==> config.mk <==
export PLATFORM = sky130hd
export DESIGN_NAME = shp_handler_regs
export DESIGN_NICKNAME = d
export VERILOG_FILES = /design/src/rtl/shp_pkg.sv /design/src/rtl/shp_handler_regs.sv
export SDC_FILE = /design/constraint.sdc
export NUM_CORES = 1
export LEC_CHECK = 0
export ABC_AREA = 1
export BUFFER_PORTS_ARGS = -buffer_cell sky130_fd_sc_hd__buf_2
export CAP_MARGIN = 25
export CORE_MARGIN = 3
export CORE_UTILIZATION = 40
export DETAILED_ROUTE_END_ITERATION = 6
export GPL_TIMING_DRIVEN = 0
export PLACE_DENSITY = 0.72
export SLEW_MARGIN = 25
export SYNTH_ARGS = -nofsm -noshare
export SYNTH_HDL_FRONTEND = slang
export SYNTH_SLANG_ARGS = --single-unit
==> constraint.sdc <==
create_clock -name CLK -period 1.41 [get_ports CLK]
set_input_delay 0 -clock CLK [delete_from_list [all_inputs] [get_ports CLK]]
set_output_delay 0 -clock CLK [all_outputs]
set_load 0.02 [all_outputs]
==> src/rtl/shp_pkg.sv <==
package shp_pkg;

  // ******************************************************************
  // Register addresses
  // ******************************************************************
  localparam logic [31:0] ADDR_PRIO_ONE = 32'hE000ED18;
  localparam logic [31:0] ADDR_PRIO_TWO = 32'hE000ED1C;
  localparam logic [31:0] ADDR_PRIO_THREE = 32'hE000ED20;
  localparam logic [31:0] ADDR_CONTROL = 32'hE000ED24;
  localparam logic [31:0] ADDR_FAULT = 32'hE000ED28;
  localparam logic [31:0] ADDR_BUS_CAUSE = 32'hE000ED29;
  localparam logic [31:0] ADDR_MISUSE_CAUSE = 32'hE000ED2A;

  // ******************************************************************
  // Access sizes and byte lanes
  // ******************************************************************
  localparam logic [1:0] SIZE_BYTE = 2'h0;
  localparam logic [1:0] SIZE_HALF = 2'h1;
  localparam logic [1:0] SIZE_WORD = 2'h2;
  localparam logic [3:0] LANE_ONE = 4'h1;
  localparam logic [3:0] LANE_LOW_HALF = 4'h3;
  localparam logic [3:0] LANE_HIGH_HALF = 4'hC;
  localparam logic [3:0] LANE_ALL = 4'hF;
  localparam logic [3:0] LANE_NONE = 4'h0;

  // ******************************************************************
  // Implemented bits, everything else reads zero
  // ******************************************************************
  localparam logic [31:0] MASK_PRIO_ONE = 32'h00FFFFFF;
  localparam logic [31:0] MASK_PRIO_TWO = 32'hFF000000;
  localparam logic [31:0] MASK_PRIO_THREE = 32'hFFFF0000;
  localparam logic [31:0] MASK_CONTROL = 32'h0007FD88;
  localparam logic [31:0] MASK_FAULT = 32'h03FF9F9B;
  localparam logic [31:0] RESET_VALUE = 32'h00000000;

  // ******************************************************************
  // Field positions
  // ******************************************************************
  localparam int PRI_MEM_PROTECT_LSB = 0;
  localparam int PRI_BUS_ERROR_LSB = 8;
  localparam int PRI_MISUSE_LSB = 16;
  localparam int PRI_SUPERVISOR_CALL_LSB = 24;
  localparam int PRI_DEFERRED_SERVICE_LSB = 16;
  localparam int PRI_SYSTEM_TICK_LSB = 24;
  localparam int PRI_WIDTH = 8;
  localparam int MISUSE_FAULT_ENABLE_BIT = 18;
  localparam int BUS_ERROR_ENABLE_BIT = 17;
  localparam int MEM_PROTECT_ENABLE_BIT = 16;
  localparam int SUPERVISOR_CALL_PENDING_BIT = 15;
  localparam int BUS_ERROR_PENDING_BIT = 14;
  localparam int MEM_PROTECT_PENDING_BIT = 13;
  localparam int MISUSE_FAULT_PENDING_BIT = 12;
  localparam int SYSTEM_TICK_ACTIVE_BIT = 11;
  localparam int DEFERRED_SERVICE_ACTIVE_BIT = 10;
  localparam int DEBUG_MONITOR_ACTIVE_BIT = 8;
  localparam int SUPERVISOR_CALL_ACTIVE_BIT = 7;
  localparam int MISUSE_FAULT_ACTIVE_BIT = 3;

  // ******************************************************************
  // Carriers
  // ******************************************************************
  typedef struct packed {
    logic misuse_fault;
    logic bus_error;
    logic mem_protect;
  } shp_fault_type;

  typedef struct packed {
    logic supervisor_call;
    logic bus_error;
    logic mem_protect;
    logic misuse_fault;
  } shp_pend_type;

  typedef struct packed {
    logic system_tick;
    logic deferred_service;
    logic debug_monitor;
    logic supervisor_call;
    logic misuse_fault;
  } shp_act_type;

  typedef struct packed {
    logic [7:0] system_tick;
    logic [7:0] deferred_service;
    logic [7:0] supervisor_call;
    logic [7:0] misuse;
    logic [7:0] bus_error;
    logic [7:0] mem_protect;
  } shp_prio_type;

endpackage

==> src/rtl/shp_handler_regs.sv <==
`timescale 1ns/10ps
// Summary of operation
// - Each configurable exception holds 8-bit priority
// - Priority registers accept byte reads and writes
// - Register one: memory, bus, misuse priorities
// - Register two: supervisor call priority on top
// - Register three: system tick, deferred service
// - Control enables: misuse 18, bus 17, memory 16
// - Control pending bits fifteen down to twelve
// - Tick active bit 11, deferred bit 10
// - Monitor active bit 8, supervisor bit 7
// - Misuse active bit 3, rest reserved
// - Fault with handler disabled becomes hard fault
// - Writes change pending and active state
// - Word access reaches whole fault cause register
// - Byte at base reaches memory cause byte
// - Halfword at base reaches memory and bus
// - Byte at base plus one reaches bus
// - Halfword at base plus two reaches misuse
module shp_handler_regs (
  input wire logic CLK,
  input wire logic RST_B,
  input wire logic [31:0] ADDR,
  input wire logic [1:0] SIZE,
  input wire logic [31:0] WDATA,
  input wire logic WRITE,
  input wire logic READ,
  output logic [31:0] RDATA,
  input wire shp_pkg::shp_fault_type FAULT_REQ,
  input wire logic [31:0] FAULT_CAUSE_SET,
  input wire shp_pkg::shp_pend_type PEND_SET,
  input wire shp_pkg::shp_pend_type PEND_CLR,
  input wire shp_pkg::shp_act_type ACT_SET,
  input wire shp_pkg::shp_act_type ACT_CLR,
  output shp_pkg::shp_prio_type PRIORITY,
  output shp_pkg::shp_fault_type HANDLER_ENABLE,
  output shp_pkg::shp_pend_type PENDING,
  output shp_pkg::shp_act_type ACTIVE,
  output logic HARD_FAULT
);
  import shp_pkg::*;

  // ******************************************************************
  // Access decode
  // ******************************************************************
  logic [3:0] lanes;
  logic [31:0] byte_mask;
  logic hit_prio_one;
  logic hit_prio_two;
  logic hit_prio_three;
  logic hit_control;
  logic hit_fault;
  logic [31:0] prio_one;
  logic [31:0] prio_two;
  logic [31:0] prio_three;
  logic [31:0] control;
  logic [31:0] fault_cause;
  logic [31:0] next_control;
  logic [31:0] next_fault_cause;
  logic [31:0] hw_pend_set;
  logic [31:0] hw_pend_clr;
  logic [31:0] hw_act_set;
  logic [31:0] hw_act_clr;
  logic [31:0] read_word;
  logic [2:0] fault_enabled;

  // Misaligned halfword or word gets no lanes and so acts unmapped
  always_comb begin
    lanes = LANE_NONE;
    unique case (SIZE)
      SIZE_BYTE: begin
        lanes = LANE_ONE << ADDR[1:0];
      end
      SIZE_HALF: begin
        if (!ADDR[0]) begin
          lanes = ADDR[1] ? LANE_HIGH_HALF : LANE_LOW_HALF;
        end
      end
      SIZE_WORD: begin
        if (ADDR[1:0] == LANE_NONE[1:0]) begin
          lanes = LANE_ALL;
        end
      end
      default: begin
        lanes = LANE_NONE;
      end
    endcase
  end

  genvar lane;
  generate
    for (lane = 0; lane < 4; lane++) begin : g_lane
      assign byte_mask[lane*8 +: 8] = {8{lanes[lane]}};
    end
  endgenerate

  // Whole word select, lanes pick sub-registers
  always_comb begin
    hit_prio_one = ADDR[31:2] == ADDR_PRIO_ONE[31:2];
    hit_prio_two = ADDR[31:2] == ADDR_PRIO_TWO[31:2];
    hit_prio_three = ADDR[31:2] == ADDR_PRIO_THREE[31:2];
    hit_control = ADDR[31:2] == ADDR_CONTROL[31:2];
    hit_fault = ADDR[31:2] == ADDR_FAULT[31:2];
  end

  function automatic logic [31:0] merge(input logic [31:0] old,
                                        input logic [31:0] data,
                                        input logic [31:0] bmask,
                                        input logic [31:0] imask);
    merge = ((old & ~bmask) | (data & bmask)) & imask;
  endfunction

  // ******************************************************************
  // Priority registers
  // ******************************************************************
  // Memory, bus and misuse fields, top byte dropped
  always_ff @(posedge CLK or negedge RST_B) begin
    if (!RST_B) begin
      prio_one <= RESET_VALUE;
    end else if (WRITE && hit_prio_one) begin
      prio_one <= merge(prio_one, WDATA, byte_mask, MASK_PRIO_ONE);
    end
  end

  always_ff @(posedge CLK or negedge RST_B) begin
    if (!RST_B) begin
      prio_two <= RESET_VALUE;
    end else if (WRITE && hit_prio_two) begin
      prio_two <= merge(prio_two, WDATA, byte_mask, MASK_PRIO_TWO);
    end
  end

  // System tick and deferred service fields
  always_ff @(posedge CLK or negedge RST_B) begin
    if (!RST_B) begin
      prio_three <= RESET_VALUE;
    end else if (WRITE && hit_prio_three) begin
      prio_three <= merge(prio_three, WDATA, byte_mask, MASK_PRIO_THREE);
    end
  end

  // Eight-bit fields straight from the stores
  assign PRIORITY.mem_protect = prio_one[PRI_MEM_PROTECT_LSB +: PRI_WIDTH];
  assign PRIORITY.bus_error = prio_one[PRI_BUS_ERROR_LSB +: PRI_WIDTH];
  assign PRIORITY.misuse = prio_one[PRI_MISUSE_LSB +: PRI_WIDTH];
  assign PRIORITY.supervisor_call =
    prio_two[PRI_SUPERVISOR_CALL_LSB +: PRI_WIDTH];
  assign PRIORITY.deferred_service =
    prio_three[PRI_DEFERRED_SERVICE_LSB +: PRI_WIDTH];
  assign PRIORITY.system_tick =
    prio_three[PRI_SYSTEM_TICK_LSB +: PRI_WIDTH];

  // ******************************************************************
  // Handler control and state
  // ******************************************************************
  assign fault_enabled = {control[MISUSE_FAULT_ENABLE_BIT],
                          control[BUS_ERROR_ENABLE_BIT],
                          control[MEM_PROTECT_ENABLE_BIT]};

  // Hardware events placed at their register positions
  always_comb begin
    hw_pend_set = RESET_VALUE;
    hw_pend_clr = RESET_VALUE;
    hw_act_set = RESET_VALUE;
    hw_act_clr = RESET_VALUE;
    // Enabled faults and calls become pending
    hw_pend_set[SUPERVISOR_CALL_PENDING_BIT] = PEND_SET.supervisor_call;
    hw_pend_set[BUS_ERROR_PENDING_BIT] = PEND_SET.bus_error |
      (FAULT_REQ.bus_error & fault_enabled[1]);
    hw_pend_set[MEM_PROTECT_PENDING_BIT] = PEND_SET.mem_protect |
      (FAULT_REQ.mem_protect & fault_enabled[0]);
    hw_pend_set[MISUSE_FAULT_PENDING_BIT] = PEND_SET.misuse_fault |
      (FAULT_REQ.misuse_fault & fault_enabled[2]);
    hw_pend_clr[SUPERVISOR_CALL_PENDING_BIT] = PEND_CLR.supervisor_call;
    hw_pend_clr[BUS_ERROR_PENDING_BIT] = PEND_CLR.bus_error;
    hw_pend_clr[MEM_PROTECT_PENDING_BIT] = PEND_CLR.mem_protect;
    hw_pend_clr[MISUSE_FAULT_PENDING_BIT] = PEND_CLR.misuse_fault;
    hw_act_set[SYSTEM_TICK_ACTIVE_BIT] = ACT_SET.system_tick;
    hw_act_set[DEFERRED_SERVICE_ACTIVE_BIT] = ACT_SET.deferred_service;
    hw_act_set[DEBUG_MONITOR_ACTIVE_BIT] = ACT_SET.debug_monitor;
    hw_act_set[SUPERVISOR_CALL_ACTIVE_BIT] = ACT_SET.supervisor_call;
    hw_act_set[MISUSE_FAULT_ACTIVE_BIT] = ACT_SET.misuse_fault;
    hw_act_clr[SYSTEM_TICK_ACTIVE_BIT] = ACT_CLR.system_tick;
    hw_act_clr[DEFERRED_SERVICE_ACTIVE_BIT] = ACT_CLR.deferred_service;
    hw_act_clr[DEBUG_MONITOR_ACTIVE_BIT] = ACT_CLR.debug_monitor;
    hw_act_clr[SUPERVISOR_CALL_ACTIVE_BIT] = ACT_CLR.supervisor_call;
    hw_act_clr[MISUSE_FAULT_ACTIVE_BIT] = ACT_CLR.misuse_fault;
  end

  // Hardware sets win over both software and hardware clears
  always_comb begin
    next_control = control;
    // Software rewrites enable, pending and active
    if (WRITE && hit_control) begin
      next_control = merge(control, WDATA, byte_mask, MASK_CONTROL);
    end
    next_control = next_control & ~(hw_pend_clr | hw_act_clr);
    next_control = (next_control | hw_pend_set | hw_act_set) & MASK_CONTROL;
  end

  always_ff @(posedge CLK or negedge RST_B) begin
    if (!RST_B) begin
      control <= RESET_VALUE;
    end else begin
      control <= next_control;
    end
  end

  assign HANDLER_ENABLE = fault_enabled;
  assign PENDING = {control[SUPERVISOR_CALL_PENDING_BIT],
                    control[BUS_ERROR_PENDING_BIT],
                    control[MEM_PROTECT_PENDING_BIT],
                    control[MISUSE_FAULT_PENDING_BIT]};
  assign ACTIVE = {control[SYSTEM_TICK_ACTIVE_BIT],
                   control[DEFERRED_SERVICE_ACTIVE_BIT],
                   control[DEBUG_MONITOR_ACTIVE_BIT],
                   control[SUPERVISOR_CALL_ACTIVE_BIT],
                   control[MISUSE_FAULT_ACTIVE_BIT]};

  // Disabled handler escalates to hard fault
  always_ff @(posedge CLK or negedge RST_B) begin
    if (!RST_B) begin
      HARD_FAULT <= 1'b0;
    end else begin
      HARD_FAULT <= |(FAULT_REQ & ~fault_enabled);
    end
  end

  // ******************************************************************
  // Fault cause register
  // ******************************************************************
  // Write one clears; a cause arriving in the same cycle survives
  always_comb begin
    next_fault_cause = fault_cause;
    // Lanes confine the clear to addressed bytes
    if (WRITE && hit_fault) begin
      next_fault_cause = fault_cause & ~(WDATA & byte_mask);
    end
    next_fault_cause = (next_fault_cause | FAULT_CAUSE_SET) & MASK_FAULT;
  end

  always_ff @(posedge CLK or negedge RST_B) begin
    if (!RST_B) begin
      fault_cause <= RESET_VALUE;
    end else begin
      fault_cause <= next_fault_cause;
    end
  end

  // ******************************************************************
  // Read path
  // ******************************************************************
  always_comb begin
    read_word = RESET_VALUE;
    if (hit_prio_one) begin
      read_word = prio_one;
    end else if (hit_prio_two) begin
      read_word = prio_two;
    end else if (hit_prio_three) begin
      read_word = prio_three;
    end else if (hit_control) begin
      read_word = control;
    end else if (hit_fault) begin
      // Halfword at base shows memory and bus bytes
      // Byte at plus one shows bus byte
      // Halfword at plus two shows misuse half
      read_word = fault_cause;
    end
  end

  // Data stays in its byte lanes; unused lanes read zero
  always_ff @(posedge CLK or negedge RST_B) begin
    if (!RST_B) begin
      RDATA <= RESET_VALUE;
    end else if (READ) begin
      RDATA <= read_word & byte_mask;
    end else begin
      RDATA <= RESET_VALUE;
    end
  end

endmodule

# Word-level counts from Yosys, hierarchy flattened
# Index checks and enable logic that the tools add are counted.
# word_totals
ff_bits	114
input_bits	123
output_inout_bits	93
elab_cells	62
# op_classes
eq_ne	7
n_shift	1
muxes	12
bitwise_logic	27
n_reduce_logical	8
# op_table
operator	n
$eq A30 B30 Y1 const B	5
$and A32 B32 Y32	4
$mux W32	4
$mux W26	3
$or A32 B32 Y32	2
$and A19 B19 Y19	2
$not A32 Y32	1
$and A26 B26 Y26	1
$not A26 Y26	1
$or A26 B26 Y26	1
$and A24 B24 Y24	1
$or A24 B24 Y24	1
$mux W19	1
$not A16 Y19	1
$or A19 B12 Y19	1
$or A19 B16 Y19	1
$or A19 B19 Y19	1
$or A16 B12 Y16	1
$mux W4	3
$pmux W4 S3	1
$logic_and A1 B1 Y1	5
$logic_not A2 Y1	2
$shl A1 B2 Y4 const A	1
$and A1 B1 Y1	3
other kinds (6)	8

# Longest topological paths before layout
# logic_depth
depth_word	10
ltp_mapped	12
ltp_nobuf	11

# Worst setup path after synthesis
# No wires, ideal clock.
# synth_timing
path_type	input to register
startpoint	in ADDR[19]
endpoint	reg with a tool-made name
arrival_time_ps	1076
required_time_ps	1292
setup_slack_ps	216
path_stages	11
path_cell_list	nor2_1 -> nand3_1 -> inv_2 -> nand2_2 -> nor2_8 -> nand2_2 -> clkinv_4 -> nand2_4 -> buf_6 -> nand2_1 -> o21ai_2
# synth_lines
element	line_no	source
from (decl)	shp_handler_regs.sv:23	input wire logic [31:0] ADDR,

==> reports/summary.txt <==
Run status -> finished clean
Reg2Reg Capture Point -> control[12]
Clock buffer depth -> 2
Worst EP required -> 1.72 ns
Pin count of the biggest net entering global routing -> 67
WS Path Type -> flop to flop
Synth area leaders -> dfrtp_1 (49%), nand2_1 (13%), inv_1 (7.6%)
GPL Wtd Cong -> 0.811
Vias in the first global route -> 6,144
Num CTS Buffers -> 17
Post-layout util -> 0.604
Worst-path clk slew -> 0.05 ns
Worst setup EP type -> flop
Routed WL -> 19,700 um
Simple-gate area share of the yosys netlist -> 0.321
Vias/cell -> 4.91
Root Driver -> clkbuf_16
Starting DRT DRC Count -> 390
Synth area leader -> dfrtp_1
Nets -> 1,174
Final setup skew -> 0.00575 ns
Post-Syn Nets -> 873
Vias -> 6,093
Asr flop ratio synth -> 1.00
ANT nets after route -> 0
CTS H-tree lvls -> 4
Worst-margin pin slew -> 0.603 ns
GRT Util Overall -> 0.248
Synth-to-layout area growth -> 45.1%
Drt pass-1 iters -> 5
R2r setup slk -> 0.03 ns
Syn avg cell area -> 7.83 um^2
Period utilization -> 0.979
Critical Path, Cell by Cell -> a21oi_2 -> dlygate4sd3_1 -> nand2_1
Initial Util -> 0.416
Commonest non-fill, non-tap cells in the layout -> buf_2 (213), nand2_1 (211), inv_1 (119)
Power Density -> 981 nW/um^2
Post-Syn Area -> 5870 um^2
Number of antenna violations at the first check in global routing -> 0
Total grt overflow -> 0
# setup viols final -> 0
Setup TNS -> 0 ns
Register area share after synthesis -> 0.486
Synth top area share -> 0.486
DPL Wire Length -> 13,600 um
Commonest non-fill, non-tap cell in the layout -> buf_2
Hold Vio Cnt, Final -> 0
Drc violations -> 0
Share of cells above drive strength 1 -> 0.293
Post-synth EDFFs -> 0
Antenna Cells -> 0
Overall power -> 8360 uW
Die ar. -> 16,200 um^2
Pre-CTS setup slack -> -0.344 ns
Clk_lat worst skew -> 0.42 ns
Worst path max stage delay -> 0.57 ns
Die Y -> 127 um
Core area -> 14,100 um^2
Max FO, Critical Path -> 5
Xor and xnor area share after synthesis -> 0
Reg2reg path depth -> 3
Worst Hold Class -> input pin to async pin
Final worst slack -> 0.0294 ns
Area of the multi-input gates -> 2390 um^2
Crit path DAT -> 1.69 ns
CTS tree -> built
Synth Area in Adders -> 0
Main synth FF type -> dfrtp_1
Synth Register Bits -> 114
Min Clock Period, post-route -> 1.38 ns
Post-synthesis mux area share -> 0
First-pass GRT wire length -> 31,300 um
Max Cap Viol -> 0
Die W -> 127 um
Post-synth cell types -> 27
Synthesized instance count -> 750
Pleak -> 0.00472 uW
WL/cell -> 15.9 um
Fin. max-slew vios -> 0
Fmax -> 724 MHz
Clock sink count -> 114
Main combinational cell family by area after synthesis -> simple AND/OR/NAND/NOR gates
Slowest-stage cell, CP -> dlygate4sd3_1
Yosys warns -> 0
Critical path launch point type -> flop
Port-buffer cells -> 203
FP Rows -> 43
Worst slew margin -> 0.596
Total area of sequential cells -> 2850 um^2
Compound-Gate Fraction of Synth Area -> 0.0859
IO Pins -> 216
Maximum VDD drop -> 0.763 mV
Fillers -> 1,206
[worst max path at each step]
stage,start,to,slack (ns),cells past startpoint
after floorplan,ADDR[19],flop,0.22,11
after global placement,RST_B,async pin,-1.06,1
after detailed placement,ADDR[7],fault_cause[19],-0.34,8
after CTS,flop,HARD_FAULT,0.05,4
after global routing,flop,control[12],-0.007,3
final,flop,control[12],0.03,3
[cell families after synthesis]
kind of cell / count (synthesis)
simple gates: 399
buf+inv: 149
flops: 114
compound gates: 88
[worst max-delay path, delay by kind of cell, from the launching register on]
kind	cells	cell delay (ns)
flops	1	0.47
buf+inv	1	0.57
simple gates	1	0.06
compound gates	1	0.16
[stage by stage]
stage,area [um^2],cells,hold slack [ns]
floorplan,5870,750,-0.296
global placement,7110,1133,0.183
detailed placement,7150,1134,-0.0293
CTS,8510,1242,0.0633
global route,8520,1242,0.0928
finish,8520,1242,0.0769
[what timing repair did]
item,CTS,global route
hold endpoints to repair,199,0
resized for setup,0,5
buffers inserted,0,0
setup endpoints to repair,0,4
hold buffers,78,0
[cells in the mapped netlist, types with 2 or more instances]
library cell / count
inv_2: 8
nor3_1: 2
nor2_4: 6
nand3_2: 5
nand2_2: 11
buf_2: 11
nand3_1: 76
nor2_1: 47
buf_6: 6
nor2_2: 4
a21oi_1: 15
nand4_1: 29
dfrtp_1: 114
nor2_8: 2
nand2_1: 211
inv_1: 119
o21ai_0: 11
clkbuf_1: 3
nand2_4: 2
nand3_4: 2
o21ai_1: 45
o21ai_2: 16
[layer usage]
layer,share of wire,vias to the layer above,global-route usage
li1,-,2976,-
met3,0.073,38,0.0740
met4,0.017,0,0.0820
met2,0.49,240,0.417
met5,0,-,0
met1,0.42,2839,0.308
[power breakdown]
part | switching, uW | internal [uW] | total [uW]
logic | 421 | 355 | 776
registers | 21.4 | 3290 | 3320
clock network | 1460 | 2800 | 4260
total | 1900 | 6450 | 8360
[area by class of cell]
type / count / share of cell area
sequential: 114 / 0.335
multi-input combinational: 487 / 0.281
timing repair buffer: 282 / 0.215
clock buffer: 25 / 0.0594
inverter: 128 / 0.0570
tap: 180 / 0.0264
buffer: 21 / 0.0167
clock inverter: 5 / 0.00882
(Power assumes the default switching activity.)
